**config.mk**
```make
export PLATFORM = sky130hd
export DESIGN_NAME = msf_flag_bank
export DESIGN_NICKNAME = d
export VERILOG_FILES = /design/src/common/msf_pkg.sv /design/src/verilog/msf_flag_bank.sv
export SDC_FILE = /design/constraint.sdc
export NUM_CORES = 1
export LEC_CHECK = 0
export ABC_AREA = 1
export BUFFER_PORTS_ARGS = -buffer_cell sky130_fd_sc_hd__buf_4
export CAP_MARGIN = 40
export CORE_UTILIZATION = 48
export DETAILED_ROUTE_END_ITERATION = 6
export PLACE_DENSITY = 0.78
export RECOVER_POWER = 50
export SLEW_MARGIN = 25
export SYNTH_ARGS = -nofsm -noshare
export SYNTH_HDL_FRONTEND = slang
export SYNTH_SLANG_ARGS = --single-unit
export TNS_END_PERCENT = 1
```
**constraint.sdc**
```tcl
create_clock -name clk -period 2.9 [get_ports clk]
set_clock_uncertainty 0.2 [all_clocks]
set_input_delay 0.29 -clock clk [delete_from_list [all_inputs] [get_ports clk]]
set_output_delay 0.29 -clock clk [all_outputs]
set_load 0.02 [all_outputs]
```
**src/common/msf_pkg.sv**
```systemverilog
/*
  msf_pkg: constants and carriers for the motion CPU status flag bank.
  Assumes one 20 MHz clock and a plain register port with single-cycle strobes.
*/
package msf_pkg;

  // register offsets, byte addresses of 32-bit words
  localparam logic [7:0] FLAGS_OFS      = 8'h00;
  localparam logic [7:0] CTRL_OFS       = 8'h04;
  localparam logic [7:0] IRQ_STAT_OFS   = 8'h08;
  localparam logic [7:0] IRQ_MASK_OFS   = 8'h0c;
  localparam logic [7:0] AXIS_DET0_OFS  = 8'h10;
  localparam logic [7:0] AXIS_DET1_OFS  = 8'h14;
  localparam logic [7:0] AXIS_DET2_OFS  = 8'h18;
  localparam logic [7:0] TEST_DET0_OFS  = 8'h1c;
  localparam logic [7:0] TEST_DET1_OFS  = 8'h20;
  localparam logic [7:0] SERVO_DET0_OFS = 8'h24;
  localparam logic [7:0] SERVO_DET1_OFS = 8'h28;
  localparam logic [7:0] PEER_CODE_OFS  = 8'h2c;

  // flag word field positions
  localparam int AXIS_ERR_BIT   = 0;
  localparam int TEST_ERR_BIT   = 1;
  localparam int SERVO_ERR_BIT  = 2;
  localparam int READING_BIT    = 4;
  localparam int PEER_DOWN_BIT  = 5;
  localparam int RD_DONE_LSB    = 8;
  localparam int IN_RESET_LSB   = 12;
  // control word field positions
  localparam int READ_REQ_BIT   = 0;
  localparam int READ_AXIS_LSB  = 8;

  // interrupt event bit positions
  localparam int EV_AXIS   = 0;
  localparam int EV_TEST   = 1;
  localparam int EV_SERVO  = 2;
  localparam int EV_PDONE  = 3;
  localparam int EV_MCR    = 4;
  localparam int EV_PEER   = 5;
  localparam int EV_W      = 6;

  localparam int          NCPU          = 4;
  localparam int          NAXIS_SET     = 6;
  localparam logic [15:0] PEER_DOWN_CODE = 16'h1b58;  // decimal 7000
  localparam logic [31:0] RESET_WORD    = 32'h0000_0000;
  localparam logic [7:0]  AXIS_RESET    = 8'h00;

  // register port request
  typedef struct packed {
    logic [7:0]  addr;
    logic [31:0] wdata;
    logic        wr;
    logic        rd;
  } msf_req_t;

  // error detail words delivered beside an error event
  typedef struct packed {
    logic [15:0] w0;
    logic [15:0] w1;
    logic [15:0] w2;
  } msf_detail_t;

  typedef enum logic [2:0] {
    RD_IDLE  = 3'b001,
    RD_START = 3'b010,
    RD_WAIT  = 3'b100
  } msf_rd_state_t;

endpackage : msf_pkg

```
**src/verilog/msf_flag_bank.sv**
```systemverilog
/*
  msf_flag_bank: status and request flags of a motion-control CPU.
  Assumes detectors and amplifier link run on clk; peer reset pins are
  asynchronous and are synchronised here.
*/
// The register addresses and the strobed register port were left to the implementer.
`timescale 1ns/1ns
module msf_flag_bank (
  input  wire logic                 clk,
  input  wire logic                 rst_b,
  input  wire msf_pkg::msf_req_t    reg_req,
  output logic [31:0]               reg_rdata,
  output logic                      irq,
  input  wire logic [5:0]           axis_setting_bad,
  input  wire msf_pkg::msf_detail_t axis_detail,
  input  wire logic                 test_req_fail,
  input  wire msf_pkg::msf_detail_t test_detail,
  input  wire logic                 servo_prog_bad,
  input  wire msf_pkg::msf_detail_t servo_detail,
  output logic                      param_read_start,
  output logic [7:0]                param_read_axis,
  input  wire logic                 param_read_done,
  input  wire logic [3:0]           mcr_start,
  input  wire logic [3:0]           mcr_done_ok,
  input  wire logic [3:0]           cpu_reset_b,
  input  wire logic [3:0]           cpu_present,
  output logic                      peer_down_err,
  output logic [15:0]               peer_down_code
);

  // address match, used by every register decode
  function automatic logic hit(input logic [7:0] a, input logic [7:0] ofs);
    hit = (a == ofs);
  endfunction : hit

  logic        axis_err_r;
  logic        test_err_r;
  logic        servo_err_r;
  logic        reading_r;
  logic        peer_down_r;
  logic [3:0]  rd_done_r;
  logic [3:0]  in_reset_r;
  logic [3:0]  in_reset_nxt;
  logic [3:0]  rst_s1_r;
  logic [3:0]  rst_s2_r;
  logic        req_r;
  logic        req_prev_r;
  logic [7:0]  axis_r;
  logic [5:0]  irq_stat_r;
  logic [5:0]  irq_mask_r;
  logic [5:0]  ev;
  logic [15:0] axis_det_r [3];
  logic [15:0] test_det_r [2];
  logic [15:0] servo_det_r [2];
  logic [31:0] flags_w;
  logic [31:0] rdata_nxt;
  logic        wr_flags;
  logic        wr_irq;
  logic        axis_err_nxt;
  logic        req_rise;
  logic        peer_rise;
  msf_pkg::msf_rd_state_t rd_st_r;

  assign wr_flags = reg_req.wr && hit(reg_req.addr, msf_pkg::FLAGS_OFS);
  assign wr_irq   = reg_req.wr && hit(reg_req.addr, msf_pkg::IRQ_STAT_OFS);

  // axis setting error is a pure level of the six checks
  assign axis_err_nxt = |axis_setting_bad;
  always_ff @(posedge clk) begin
    if (!rst_b) begin
      axis_err_r <= 1'b0;
    end else begin
      axis_err_r <= axis_err_nxt;
    end
  end

  // axis detail words latched only on the flag's rising edge
  always_ff @(posedge clk) begin
    if (!rst_b) begin
      for (int i = 0; i < 3; i++) axis_det_r[i] <= 16'h0000;
    end else if (axis_err_nxt && !axis_err_r) begin
      axis_det_r[0] <= axis_detail.w0;
      axis_det_r[1] <= axis_detail.w1;
      axis_det_r[2] <= axis_detail.w2;
    end
  end

  // sticky error flags; a new error beats a clear in the same cycle
  always_ff @(posedge clk) begin
    if (!rst_b) begin
      test_err_r  <= 1'b0;
      servo_err_r <= 1'b0;
    end else begin
      if (test_req_fail) begin
        test_err_r <= 1'b1;
      end else if (wr_flags && reg_req.wdata[msf_pkg::TEST_ERR_BIT]) begin
        test_err_r <= 1'b0;
      end
      if (servo_prog_bad) begin
        servo_err_r <= 1'b1;
      end else if (wr_flags && reg_req.wdata[msf_pkg::SERVO_ERR_BIT]) begin
        servo_err_r <= 1'b0;
      end
    end
  end

  // detail words follow each error report, latest one kept
  always_ff @(posedge clk) begin
    if (!rst_b) begin
      for (int i = 0; i < 2; i++) begin
        test_det_r[i]  <= 16'h0000;
        servo_det_r[i] <= 16'h0000;
      end
    end else begin
      if (test_req_fail) begin
        test_det_r[0] <= test_detail.w0;
        test_det_r[1] <= test_detail.w1;
      end
      if (servo_prog_bad) begin
        servo_det_r[0] <= servo_detail.w0;
        servo_det_r[1] <= servo_detail.w1;
      end
    end
  end

  // control word: request bit and read axis, both software owned
  always_ff @(posedge clk) begin
    if (!rst_b) begin
      req_r      <= 1'b0;
      req_prev_r <= 1'b0;
      axis_r     <= msf_pkg::AXIS_RESET;
    end else begin
      req_prev_r <= req_r;
      if (reg_req.wr && hit(reg_req.addr, msf_pkg::CTRL_OFS)) begin
        req_r  <= reg_req.wdata[msf_pkg::READ_REQ_BIT];
        axis_r <= reg_req.wdata[msf_pkg::READ_AXIS_LSB +: 8];
      end
    end
  end

  // only an off-to-on change counts; holding the bit high does nothing
  assign req_rise = req_r && !req_prev_r;

  // parameter read sequencer; a rise while busy is dropped, not queued
  always_ff @(posedge clk) begin
    if (!rst_b) begin
      rd_st_r         <= msf_pkg::RD_IDLE;
      reading_r       <= 1'b0;
      param_read_axis <= msf_pkg::AXIS_RESET;
    end else begin
      case (rd_st_r)
        msf_pkg::RD_IDLE: begin
          if (req_rise) begin
            rd_st_r         <= msf_pkg::RD_START;
            reading_r       <= 1'b1;
            param_read_axis <= axis_r;
          end
        end
        msf_pkg::RD_START: begin
          rd_st_r <= msf_pkg::RD_WAIT;
        end
        msf_pkg::RD_WAIT: begin
          if (param_read_done) begin
            rd_st_r   <= msf_pkg::RD_IDLE;
            reading_r <= 1'b0;
          end
        end
        default: begin
          rd_st_r   <= msf_pkg::RD_IDLE;
          reading_r <= 1'b0;
        end
      endcase
    end
  end

  assign param_read_start = (rd_st_r == msf_pkg::RD_START);

  // peer reset pins are asynchronous: two flops before any use
  always_ff @(posedge clk) begin
    if (!rst_b) begin
      rst_s1_r <= 4'h0;
      rst_s2_r <= 4'h0;
    end else begin
      rst_s1_r <= ~cpu_reset_b | ~cpu_present;
      rst_s2_r <= rst_s1_r;
    end
  end

  // per-cpu resetting and read-complete flags
  genvar g;
  generate
    for (g = 0; g < msf_pkg::NCPU; g++) begin : g_cpu
      // the first CPU holding reset drags all others with it
      assign in_reset_nxt[g] = rst_s2_r[g] | rst_s2_r[0];
      always_ff @(posedge clk) begin
        if (!rst_b) begin
          rd_done_r[g] <= 1'b0;
        end else if (mcr_done_ok[g]) begin
          rd_done_r[g] <= 1'b1;
        end else if (mcr_start[g]) begin
          rd_done_r[g] <= 1'b0;
        end
      end
    end
  endgenerate

  always_ff @(posedge clk) begin
    if (!rst_b) begin
      in_reset_r <= 4'h0;
    end else begin
      in_reset_r <= in_reset_nxt;
    end
  end

  // only CPUs two to four own-reset raise the peer error
  assign peer_rise = |(rst_s2_r[3:1] & ~in_reset_r[3:1]);
  always_ff @(posedge clk) begin
    if (!rst_b) begin
      peer_down_r    <= 1'b0;
      peer_down_code <= 16'h0000;
    end else begin
      if (peer_rise) begin
        peer_down_r    <= 1'b1;
        peer_down_code <= msf_pkg::PEER_DOWN_CODE;
      end else if (wr_flags && reg_req.wdata[msf_pkg::PEER_DOWN_BIT]) begin
        peer_down_r <= 1'b0;
      end
    end
  end
  assign peer_down_err = peer_down_r;

  // interrupt events, each a single-cycle pulse
  assign ev[msf_pkg::EV_AXIS]  = axis_err_nxt && !axis_err_r;
  assign ev[msf_pkg::EV_TEST]  = test_req_fail;
  assign ev[msf_pkg::EV_SERVO] = servo_prog_bad;
  assign ev[msf_pkg::EV_PDONE] = (rd_st_r == msf_pkg::RD_WAIT) && param_read_done;
  assign ev[msf_pkg::EV_MCR]   = |mcr_done_ok;
  assign ev[msf_pkg::EV_PEER]  = peer_rise;

  // sticky status, write one to clear; a set in the same cycle wins
  always_ff @(posedge clk) begin
    if (!rst_b) begin
      irq_stat_r <= 6'h00;
      irq_mask_r <= 6'h00;
    end else begin
      irq_stat_r <= ev | (irq_stat_r & ~(wr_irq ? reg_req.wdata[5:0] : 6'h00));
      if (reg_req.wr && hit(reg_req.addr, msf_pkg::IRQ_MASK_OFS)) begin
        irq_mask_r <= reg_req.wdata[5:0];
      end
    end
  end
  assign irq = |(irq_stat_r & irq_mask_r);

  // flag word as software sees it
  always_comb begin
    flags_w = msf_pkg::RESET_WORD;
    flags_w[msf_pkg::AXIS_ERR_BIT]  = axis_err_r;
    flags_w[msf_pkg::TEST_ERR_BIT]  = test_err_r;
    flags_w[msf_pkg::SERVO_ERR_BIT] = servo_err_r;
    flags_w[msf_pkg::READING_BIT]   = reading_r;
    flags_w[msf_pkg::PEER_DOWN_BIT] = peer_down_r;
    flags_w[msf_pkg::RD_DONE_LSB +: 4]  = rd_done_r;
    flags_w[msf_pkg::IN_RESET_LSB +: 4] = in_reset_r;
  end

  // read mux; unmapped addresses read zero
  always_comb begin
    rdata_nxt = 32'h0000_0000;
    if (hit(reg_req.addr, msf_pkg::FLAGS_OFS)) rdata_nxt = flags_w;
    if (hit(reg_req.addr, msf_pkg::CTRL_OFS)) begin
      rdata_nxt = {16'h0000, axis_r, 7'h00, req_r};
    end
    if (hit(reg_req.addr, msf_pkg::IRQ_STAT_OFS)) rdata_nxt = {26'h0, irq_stat_r};
    if (hit(reg_req.addr, msf_pkg::IRQ_MASK_OFS)) rdata_nxt = {26'h0, irq_mask_r};
    if (hit(reg_req.addr, msf_pkg::AXIS_DET0_OFS)) rdata_nxt = {16'h0, axis_det_r[0]};
    if (hit(reg_req.addr, msf_pkg::AXIS_DET1_OFS)) rdata_nxt = {16'h0, axis_det_r[1]};
    if (hit(reg_req.addr, msf_pkg::AXIS_DET2_OFS)) rdata_nxt = {16'h0, axis_det_r[2]};
    if (hit(reg_req.addr, msf_pkg::TEST_DET0_OFS)) rdata_nxt = {16'h0, test_det_r[0]};
    if (hit(reg_req.addr, msf_pkg::TEST_DET1_OFS)) rdata_nxt = {16'h0, test_det_r[1]};
    if (hit(reg_req.addr, msf_pkg::SERVO_DET0_OFS)) rdata_nxt = {16'h0, servo_det_r[0]};
    if (hit(reg_req.addr, msf_pkg::SERVO_DET1_OFS)) rdata_nxt = {16'h0, servo_det_r[1]};
    if (hit(reg_req.addr, msf_pkg::PEER_CODE_OFS)) rdata_nxt = {16'h0, peer_down_code};
  end

  // read data stands only in the cycle after the strobe
  always_ff @(posedge clk) begin
    if (!rst_b) begin
      reg_rdata <= 32'h0000_0000;
    end else begin
      reg_rdata <= reg_req.rd ? rdata_nxt : 32'h0000_0000;
    end
  end
endmodule : msf_flag_bank

```
* Word-level counts from Yosys, hierarchy flattened
Memories as Yosys holds them, arrays and structs flattened. Cells that the tools add are included.
Cells by class: equality and inequality tests 16, multiplexer cells 50, bitwise gates (word level) 23, reduce and logical (&&, ||, !) cells 30
Operators by type and width (count):
- 16-bit 2-to-1 mux | 18
- 8-bit by 5-bit equality test with 1-bit output, second input constant | 4
- 8-bit by 6-bit equality test with 1-bit output, second input constant | 4
- 1-bit 2-to-1 mux | 26
- 8-bit by 4-bit equality test with 1-bit output, second input constant | 2
- 2-bit nonzero test | 7
- 13-bit 2-to-1 mux | 1
- 13-bit OR reduction | 1
- 6-bit bitwise AND | 2
- 6-bit OR reduction | 2
- 1-bit logical AND | 10
- 1-bit bitwise OR | 10
- 3-bit one-hot mux with 3 select lines | 1
- 8-bit by 3-bit equality test with 1-bit output, second input constant | 1
- 8-bit logical NOT | 1
- 4-bit NOT | 2
- 3-bit 2-to-1 mux | 2
- 6-bit 2-to-1 mux | 1
- 6-bit NOT | 1
- 6-bit bitwise OR | 1
- 2-bit AND reduction | 3
- 2-bit != test, second input constant | 2
- 1-bit NOT | 4
- 4-bit bitwise OR | 1
- other kinds (11) | 12
Word-level totals: bits in registers 87, memory bits (writable) 112, input port bits 213, output and inout port bits 59, word-level logic and storage cells 145, memories kept 3
Memories:
- axis_det_r | words 3, width 16, rd ports 3, clocked after memory_dff 0, write ports 3, line msf_flag_bank.sv:52 | logic [15:0] axis_det_r [3];
- servo_det_r | words 2, width 16, rd ports 2, clocked after memory_dff 0, write ports 2, line msf_flag_bank.sv:54 | logic [15:0] servo_det_r [2];
- test_det_r | words 2, width 16, rd ports 2, clocked after memory_dff 0, write ports 2, line msf_flag_bank.sv:53 | logic [15:0] test_det_r [2];

* Depth between registers and ports, before layout
Gate-level depths: netlist of the first run.
word-level depth 13, mapped depth 12, mapped depth without buffers 11

* Least setup slack after synthesis of the first run
OpenSTA, ideal clock, no wires.
path kind input-to-reg, start input rst_b, end memory axis_det_r[0][0], enable pin, library setup time 0.584 ns, arrival 1.670 ns, data required time 2.116 ns, slack 0.446 ns, stages 3, buffers on the path 2, cell sequence clkbuf_1 clkbuf_1 nand2_1
RTL lines:
- start: declaration | line msf_flag_bank.sv:10 | input wire logic rst_b,
- end: declaration | line msf_flag_bank.sv:52

* Final worst setup path of the first run
start input reg_req[41] (netlist name), end register reg_rdata[12]
On the way: word-level cells in the longest chain between the ends 13, elaborated cells on any way between the ends 24, classes of those cells 11 x eq/ne; 12 x mux; 1 x reduce/logical
Ends and longest elaborated chain:
- start: declaration | line msf_flag_bank.sv:11 | input wire msf_pkg::msf_req_t reg_req,
- 8-bit logical NOT | line msf_flag_bank.sv:33 | hit = (a == ofs);
- 16-bit 2-to-1 mux | line msf_flag_bank.sv:269 | if (hit(reg_req.addr, msf_pkg::FLAGS_OFS)) rdata_nxt = flags_w;
- 16-bit 2-to-1 mux | line msf_flag_bank.sv:270 | if (hit(reg_req.addr, msf_pkg::CTRL_OFS)) begin
- 16-bit 2-to-1 mux | line msf_flag_bank.sv:273 | if (hit(reg_req.addr, msf_pkg::IRQ_STAT_OFS)) rdata_nxt = {26'h0, irq_stat_r};
- 16-bit 2-to-1 mux | line msf_flag_bank.sv:274 | if (hit(reg_req.addr, msf_pkg::IRQ_MASK_OFS)) rdata_nxt = {26'h0, irq_mask_r};
- 16-bit 2-to-1 mux | line msf_flag_bank.sv:275 | if (hit(reg_req.addr, msf_pkg::AXIS_DET0_OFS)) rdata_nxt = {16'h0, axis_det_r[0]};
- 16-bit 2-to-1 mux | line msf_flag_bank.sv:276 | if (hit(reg_req.addr, msf_pkg::AXIS_DET1_OFS)) rdata_nxt = {16'h0, axis_det_r[1]};
- 16-bit 2-to-1 mux | line msf_flag_bank.sv:277 | if (hit(reg_req.addr, msf_pkg::AXIS_DET2_OFS)) rdata_nxt = {16'h0, axis_det_r[2]};
- 16-bit 2-to-1 mux | line msf_flag_bank.sv:278 | if (hit(reg_req.addr, msf_pkg::TEST_DET0_OFS)) rdata_nxt = {16'h0, test_det_r[0]};
- 16-bit 2-to-1 mux | line msf_flag_bank.sv:279 | if (hit(reg_req.addr, msf_pkg::TEST_DET1_OFS)) rdata_nxt = {16'h0, test_det_r[1]};
- 16-bit 2-to-1 mux | line msf_flag_bank.sv:280 | if (hit(reg_req.addr, msf_pkg::SERVO_DET0_OFS)) rdata_nxt = {16'h0, servo_det_r[0]};
- 16-bit 2-to-1 mux | line msf_flag_bank.sv:281 | if (hit(reg_req.addr, msf_pkg::SERVO_DET1_OFS)) rdata_nxt = {16'h0, servo_det_r[1]};
- 13-bit 2-to-1 mux (*) | line msf_flag_bank.sv:282 | if (hit(reg_req.addr, msf_pkg::PEER_CODE_OFS)) rdata_nxt = {16'h0, peer_down_code};
- end signal: assignment | line msf_flag_bank.sv:290 | reg_rdata <= reg_req.rd ? rdata_nxt : 32'h0000_0000;
- end: declaration | line msf_flag_bank.sv:12 | output logic [31:0] reg_rdata,
Every way passes the cells marked *; elsewhere a longest branch is shown, timed or not. A chain may end at the register's enable or synchronous reset.

==> flow_summary.yaml, run 1 <==
synthesis:
  yosysSeqAreaShare_pct: 58.3
  syn_avg_cell_area_sq_um: 8.54
  ys.warnings.count: 0
  synthesis.area_sq_um: 8200
  synthCells: 960
  synth_seq_cells: 183
  synth.distinct_cells: 30
clock_network:
  root_buffer: "clkbuf_16"
  clk_path_buf_depth: 2
  clk_pin_slew_ns: 0.07
  clk-insertion-delay-late_ns: 0.44
  cts_resized: 0
  cts_buffers: 17
  htreeDepth: 4
  cts_tree: "yes"
  post_cts_buffers: 0
  cts_sinks: 183
floorplan:
  fp.dieArea_sq_um: 17600
  core_sq_um: 16600
  initial_utilization_pct: 49.3
  die_h_microns: 133
  num_rows: 47
  die-width_microns: 133
  io_pins: 272
grt:
  track_usage_pct: 27.5
  grtUsageMet3_pct: 5.71
  grt_pass1_wl_microns: 36600
  use_met2_pct: 47.1
  grt_max_degree: 49
  overflow: 0
  met1_usage_pct: 32.4
  antenna_found_initial: 1
  grt_busiest_layer: "met2"
  grt_pass1_vias: 7389
pwr:
  p_sw_share_pct: 23.8
  power.switching_uw: 1350
  seqPwrFrac_pct: 52.4
  leakagePower_uw: 0.00548
  ir_drop_mv: 0.410
  powerDensity_nw_per_um2: 497
  intPower_uw: 4310
  clkPwrFrac_pct: 36.6
  pwr-share-comb_pct: 11.0
worst_setup_path:
  crit_path_end: "reg_rdata[12]"
  cp-start-kind: "primary input"
  regToRegSetupSlack_ns: 0.90
  critPathLaunch: "reg_req[41]"
  ff2ff_path_depth: 4
  cp-end-kind: "flip-flop"
  required_ns: 3.08
  reg2reg_from: "axis_err_r"
  timing.rr.end: "axis_det_r[0][0]"
  critPathKind: "in -> reg"
  cp.arrival_ns: 2.48
  worst-path-max-fanout: 14
route:
  drt_drc_violations_left: 0
  first_pass_iters: 5
  vias: 7345
  vias_per_cell: 4.85
  dr.first_iter.drc_count: 603
  wl_per_cell_microns: 15.6
  wirelength_microns: 23600
  ant_nets: 0
sta:
  fmax_mhz: 435
  whs_ns: -0.00819
  fin_ws_ns: 0.599
  tns_ns: 0
  tightest_slew_ns: 1.41
  fin_crit_ns: 2.30
  hold_viol_final: 3
  finalCritPeriodShare_pct: 79.4
  finalMaxSlewViolations: 0
  setup_viol_count_final: 0
  rsz0062_at_grt: "no"
  slew_headroom_pct: 5.84
cells_and_area:
  nNetsFinal: 1494
  drive_gt1_share_pct: 16.2
  n_fill_cell: 1288
  mostFrequentLayoutCells: "195 x nor2_1, 180 x inv_1, 171 x nand2_1, 160 x buf_4, 134 x dlygate4sd3_1"
  final_common_cell: "nor2_1"
  syn2layout_area_growth_pct: 39.0
job:
  drv_cap: 0
placed_design:
  hpwl_microns: 14600
  placement.io_buffers: 196
  preCtsSetupSlack_ns: 0.762
  gp_congestion: 0.849
min_path:
  min_path_type: "in -> reg"
status:
  violations: "hold timing"
  status: "finished, violations left"
==> worst min path at each step <==
| stage | startpoint | end | slack (ns) | cells after the start |
|---|---|---|---|---|
| 2_1_floorplan | cpu_reset_b[0] | rst_s1_r[0] | 0.18 | 1 |
| 3_3_place_gp | rst_s1_r[1] | rst_s2_r[1] | 0.20 | 2 |
| 3_5_place_dp | rst_s1_r[0] | rst_s2_r[0] | 0.20 | 2 |
| 4_1_cts | axis_detail[29] | axis_det_r[0][29] | 0.0003 | 3 |
| 5_1_grt | axis_detail[29] | axis_det_r[0][29] | 0.005 | 3 |
| 6_report | test_detail[33] | test_det_r[0][1] | -0.008 | 3 |
==> synth_stat cells <==
master	count	share of area [%]
nand3_1	30	1.8
inv_1	178	8.1
a22o_1	1	0.11
or2_2	2	0.15
o22ai_1	1	0.076
buf_6	2	0.27
nand2_4	1	0.14
nand4_1	12	0.92
nor4_1	2	0.15
a21oi_1	49	3.0
nor3_2	1	0.12
conb_1	1	0.046
o21ai_0	40	2.4
nor2_4	7	0.96
or2_0	7	0.53
buf_4	34	3.1
a221oi_1	1	0.11
inv_2	6	0.27
buf_2	9	0.55
o211ai_1	6	0.55
nand2_1	170	7.8
nand3_4	1	0.21
clkbuf_1	15	0.69
nor2_1	190	8.7
nand3b_1	1	0.092
edfxtp_1	112	41
nor2_2	5	0.38
dfxtp_1	71	17
nand2_2	1	0.076
nor3_1	4	0.24
==> state kept, by name (all words and copies together) (netlist names), 6 cells and up <==
| signal | flops |
|---|---|
| axis_r | 8 |
| servo_det_r | 32 |
| axis_det_r | 48 |
| test_det_r | 32 |
| irq_mask_r | 6 |
| param_read_axis | 8 |
| irq_stat_r | 6 |
| reg_rdata | 16 |
==> critical path: stages <==
cell and delay [ns]:
clkbuf_4 0.11, nor2_1 0.21, nand2_1 0.16, nor2_1 0.77, nand2_1 0.16, o21ai_0 0.19
a21oi_1 0.12, nand3_1 0.10, nand2_1 0.08, nand3_1 0.13, nand2_1 0.09, nand2_1 0.06
==> metal layers <==
layer	wire, microns	vias to the layer above
li1	-	3565
met1	9500	3374
met2	11700	330
met3	1330	76
met4	1060	0
met5	0	-
==> repair_timing <==
item                                   in CTS  in global routing
setup endpoints to repair                   0                  0
endpoints found under the hold margin     129                  0
hold buffers                              134                  0
==> cells by family after synthesis <==
| logic type | count (synthesis) | synth area share (%) |
|---|---|---|
| flops | 183 | 58.3 |
| simple gates | 434 | 22.3 |
| compound gates | 98 | 6.27 |
| other cells | 1 | 0.0457 |
| buf+inv | 244 | 13.0 |
==> power groups by stage <==
stage	clock (uW)	sequential, uW	combinational, uW
floorplan	0	3010	252
global placement	0	3010	460
detailed placement	0	3020	467
CTS	2070	2960	618
global route	2180	2980	673
finish	2070	2970	621
==> stage by stage <==
step	area (sq um)	total power [uW]	util (%)	cells
3_3_place_gp	9720	3470	58.4	1348
4_1_cts	11600	5650	69.6	1513
2_1_floorplan	8290	3260	-	984
6_report	11400	5660	68.5	1514
3_5_place_dp	9720	3480	58.4	1348
5_1_grt	11400	5830	68.5	1514
==> final cells by class <==
cell class	count	area, sq um	area share, %
clock inverters	13	83.8	0.735
multi-input cells	557	2400	21.1
inverters	184	691	6.06
flip-flops and latches	183	4780	42.0
diodes	1	2.50	0.0220
repair buffers	338	2730	24.0
clock buffers	18	429	3.77
well taps	220	275	2.41
No activity file was read; power rests on OpenSTA's default activity.
==> run 2: changes to the inputs <==
- ABC_AREA: 1 -> 0
- clock period: 2.9 -> 2.15 ns (I/O delays scaled with it)
==> run 2 against run 1 <==
Synthesized cell count decreased by 17%; critical path depth decreased by 7; the flow now finishes without violations; first-iteration DRC count up 40%; via count is 6.1% higher; cell count decreased by 8.3%; sequential share of layout area decreased by 2.7 points; synthesized area increased by 2.9%; setup slack worse by 0.50 ns; largest cell class unchanged.
==> flow_summary.yaml, run 2 <==
sta:
  fmax_mhz: 486
  fin_crit_ns: 2.06
  fin_ws_ns: 0.0940
  slew_headroom_pct: 44.5
  tightest_slew_ns: 0.832
  whs_ns: 0.0403
  setup_viol_count_final: 0
  finalMaxSlewViolations: 0
  finalCritPeriodShare_pct: 95.6
  rsz0062_at_grt: "no"
  hold_viol_final: 0
clock_network:
  cts_buffers: 17
  post_cts_buffers: 0
  clk_path_buf_depth: 2
  cts_sinks: 183
  root_buffer: "clkbuf_16"
  cts_tree: "yes"
  htreeDepth: 4
  clk_pin_slew_ns: 0.06
  clk-insertion-delay-late_ns: 0.44
pwr:
  powerDensity_nw_per_um2: 667
  ir_drop_mv: 0.560
  power.total_uw: 8120
  leakagePower_uw: 0.00508
cells_and_area:
  reg_top3: "axis_det_r x48, servo_det_r x32, test_det_r x32"
  largest-register: "axis_det_r"
  nNetsFinal: 1364
  syn2layout_area_growth_pct: 44.4
  drive_gt1_share_pct: 23.1
  mostFrequentLayoutCells: "207 x buf_4, 148 x dlygate4sd3_1, 112 x edfxtp_1, 71 x dfxtp_1, 67 x and3_1"
  final_common_cell: "buf_4"
  antenna_cells: 0
  largest_reg_flops: 48
floorplan:
  num_rows: 48
  die_h_microns: 135
  initial_utilization_pct: 48.9
  fp.dieArea_sq_um: 18100
  die-width_microns: 135
  io_pins: 272
  core_sq_um: 17200
synthesis:
  yosys.area.top_type: "edfxtp_1"
  synth.area.top_cells: "edfxtp_1 40%, dfxtp_1 17%, and3_1 5.0%"
  async_flop_share_pct: 0
  synth-edff-count: 112
  synth_seq_cells: 183
  synth_top_cell_area_share_pct: 39.9
  yosysMostFrequentCell: "edfxtp_1"
  syn_avg_cell_area_sq_um: 10.6
  yosysSeqAreaShare_pct: 56.7
  synth_common_cells: "112 x edfxtp_1, 71 x dfxtp_1, 67 x and3_1"
  synthesis.area_sq_um: 8430
  synth-main-ff-cell: "edfxtp_1"
  synth.distinct_cells: 65
  synthCells: 794
  ys.warnings.count: 0
grt:
  grt_busiest_layer: "met2"
  grt_max_degree: 54
  met1_usage_pct: 36.8
  grt_pass1_wl_microns: 40600
  grtUsageMet3_pct: 6.38
  grt_pass1_vias: 7756
  track_usage_pct: 30.0
  overflow: 0
  use_met2_pct: 49.5
  antenna_found_initial: 0
placed_design:
  preCtsSetupSlack_ns: -0.267
  placement.io_buffers: 196
  hpwl_microns: 16900
  gp_congestion: 0.914
route:
  vias: 7791
  wirelength_microns: 26800
  drt_drc_violations_left: 0
  vias_per_cell: 5.61
  dr.first_iter.drc_count: 842
  wl_per_cell_microns: 19.3
  ant_nets: 0
  first_pass_iters: 5
worst_setup_path:
  worst-path-max-fanout: 33
  critPathKind: "in -> reg"
  required_ns: 2.01
  cp-end-kind: "flip-flop"
  cp.arrival_ns: 1.91
  cp-start-kind: "primary input"
status:
  status: "finished clean"
min_path:
  min_path_type: "in -> reg"
job:
  drv_cap: 0
run 2: worst max-delay path, cell delays in order:
cell	delay, ns
dlygate4sd3_1	0.54
buf_4	0.15
buf_4	0.23
nand2_1	0.10
clkbuf_2	0.64
run 2: kinds of logic (layout without fill, tap and decap cells):
logic type,count (synthesis),in the layout,synth area share [%]
multiplexers,19,19,2.45
buffers and inverters,98,444,6.04
AND/OR/NAND/NOR,325,325,21.7
AO/OA/AOI/OAI,168,168,13.1
other,1,25,0.0445
flip-flops,183,183,56.7
run 2: stage by stage:
step	TNS (ns)	util (%)	area, sq um	instances
after floorplan	0	-	8530	818
after global placement	-9.14	59.7	10300	1208
after detailed placement	-0.635	59.7	10300	1208
after CTS	0	71.6	12300	1388
final	0	70.7	12200	1389
after global routing	0	70.7	12200	1389
run 2: worst paths after layout:
kind                          start                end  slack (ns)  cells after the start
hold reg to reg         rst_s1_r[0]        rst_s2_r[0]        0.23                      1
hold / removal       servo_prog_bad      irq_stat_r[2]        0.04                      3
setup / recovery              rst_b  test_det_r[0][24]        0.09                      5
setup reg to reg  axis_det_r[0][30]      reg_rdata[14]        0.17                      5
run 2: power breakdown:
group | switching, uW | total, uW | internal (uW) | leakage (uW)
sequential | 89.7 | 4030 | 3940 | 0.00180
clock | 1310 | 3020 | 1710 | 0.000254
combinational | 506 | 1070 | 564 | 0.00303
run 2: repair_timing:
action / CTS / global route
resized for setup: 0 / 0
hold buffers: 148 / 0
hold endpoints to repair: 148 / 0
run 2: metal layers:
layer,part of all wire [%],vias up
met5,0,-
met4,5.0,0
met3,8.3,98
met2,48,484
met1,39,3660
li1,-,3549
run 2: layout make-up:
| type | instances | area [sq um] |
|---|---|---|
| fill | 1187 | 5060 |
| sequential | 183 | 4780 |
| timing repair buffer | 399 | 3260 |
| multi-input combinational | 537 | 3240 |
| clock buffer | 21 | 440 |
| tap | 225 | 282 |
| clock inverter | 11 | 126 |
| inverter | 13 | 48.8 |
==> run 3: changes to the inputs <==
- clock period: 2.15 -> 2.3 ns (I/O delays scaled with it)
==> run 3 against run 2 <==
Count of clock-buffer cells in the layout rose by 3; first-iteration DRC count shrank 2.4%; non-clock buffer count is 15 lower; combinational power down 7%; sequential power is 6.5% lower; via count is 2.6% lower; die area unchanged; global-route usage fell by 1.1 points; setup slack better by 0.092 ns; critical path type unchanged.
==> flow_summary.yaml, run 3 (synthesis gave the netlist of run 2 again) <==
status:
  status: "finished clean"
clock_network:
  post_cts_buffers: 0
  clk-insertion-delay-late_ns: 0.44
  cts_buffers: 17
  hold_buffers: 146
  cts_tree: "yes"
  clk_path_buf_depth: 2
  clk_pin_slew_ns: 0.06
  htreeDepth: 4
  cts_resized: 0
  cts_sinks: 183
  root_buffer: "clkbuf_16"
grt:
  grt_pass1_wl_microns: 39300
  antenna_found_initial: 0
  overflow: 0
  grt_max_degree: 55
  grt_pass1_vias: 7417
  track_usage_pct: 29.0
floorplan:
  core_sq_um: 17200
  num_rows: 48
  die-width_microns: 135
  initial_utilization_pct: 48.9
  io_pins: 272
  fp.dieArea_sq_um: 18100
  die_h_microns: 135
route:
  wl_per_cell_microns: 18.8
  vias: 7588
  ant_nets: 0
  dr.first_iter.drc_count: 822
  vias_per_cell: 5.52
  drt_drc_violations_left: 0
  first_pass_iters: 5
  wirelength_microns: 25800
worst_setup_path:
  worst-path-max-fanout: 7
  cp-end-kind: "flip-flop"
  cp-start-kind: "primary input"
  critPathKind: "in -> reg"
  required_ns: 2.41
  cp.arrival_ns: 2.23
placed_design:
  placement.io_buffers: 196
  hpwl_microns: 16700
  dpl.cell_count: 1196
  place_area_sq_um: 10200
  gp_congestion: 0.942
sta:
  fmax_mhz: 473
  finalCritPeriodShare_pct: 91.9
  tightest_slew_ns: 0.862
  tns_ns: 0
  hold_viol_final: 0
  rsz0062_at_grt: "no"
  slew_headroom_pct: 42.5
  setup_viol_count_final: 0
  finalMaxSlewViolations: 0
  whs_ns: 0.0569
  fin_crit_ns: 2.11
cells_and_area:
  drive_gt1_share_pct: 23.3
  reg_top3: "axis_det_r x48, servo_det_r x32, test_det_r x32"
  final_cells: 1375
  nNetsFinal: 1349
  largest_reg_flops: 48
  n_fill_cell: 1205
  design_area_sq_um: 12100
  mostFrequentLayoutCells: "198 x buf_4, 146 x dlygate4sd3_1, 112 x edfxtp_1, 71 x dfxtp_1, 67 x and3_1"
  final_common_cell: "buf_4"
  syn2layout_area_growth_pct: 43.4
  largest-register: "axis_det_r"
pwr:
  ir_drop_mv: 0.430
  leakagePower_uw: 0.00507
  powerDensity_nw_per_um2: 623
min_path:
  min_path_type: "in -> reg"
job:
  drv_cap: 0
run 3: cell types whose count changed in the layout (fill, tap and decap cells not counted), moves of 2 or more:
cell,previous run,this run
clkbuf_8,0,2
clkbuf_1,40,29
bufinv_16,2,0
clkinvlp_4,6,0
dlygate4sd3_1,148,146
buf_4,207,198
inv_4,0,3
and2_1,55,57
clkbuf_4,2,9
inv_6,1,3
and2_0,4,2
run 3: per-stage QoR:
stage / setup slack (ns) / total power (uW) / utilization, %
2_1_floorplan: 0.254 / 4220 / -
3_3_place_gp: 0.0667 / 4590 / 59.1
3_5_place_dp: 0.0154 / 4600 / 59.1
4_1_cts: 0.230 / 7510 / 70.8
5_1_grt: 0.128 / 7760 / 70.1
6_report: 0.186 / 7530 / 70.2
run 3: cell type report:
cell class                      count  area [sq um]  area share (%)
Clock buffer                       24           493            4.08
Multi-Input combinational cell    537          3240            26.8
Timing Repair Buffer              384          3180            26.3
Antenna cell                        1          2.50          0.0207
Clock inverter                      8          61.3           0.507
Inverter                           13          48.8           0.404
Sequential cell                   183          4780            39.6
Tap cell                          225           282            2.33
run 3: critical path: stages:
cell,delay (ns)
buf_4,0.13
or3_1,0.51
nor3b_4,0.26
and3_1,0.29
buf_4,0.16
a31oi_1,0.08
dlygate4sd3_1,0.56
run 3: path summary, 6_finish.rpt:
kind	start	end	slack [ns]	cells past startpoint
setup reg to reg	axis_det_r[0][29]	reg_rdata[13]	0.36	5
hold reg to reg	rst_s1_r[0]	rst_s2_r[0]	0.26	1
setup / recovery	reg_req[39]	irq_stat_r[2]	0.19	7
hold / removal	test_req_fail	irq_stat_r[1]	0.06	3
run 3: power by group:
part / switching (uW) / total (uW) / internal [uW]
clock network: 1250 / 2770 / 1520
registers: 83.4 / 3770 / 3680
logic: 461 / 992 / 531
total: 1790 / 7530 / 5740
run 3: per-layer routing:
layer	global-route usage [%]	routed length [microns]
met5	0	0
met4	13.4	983
met3	5.59	1990
met2	48.8	12500
met1	36.0	10300
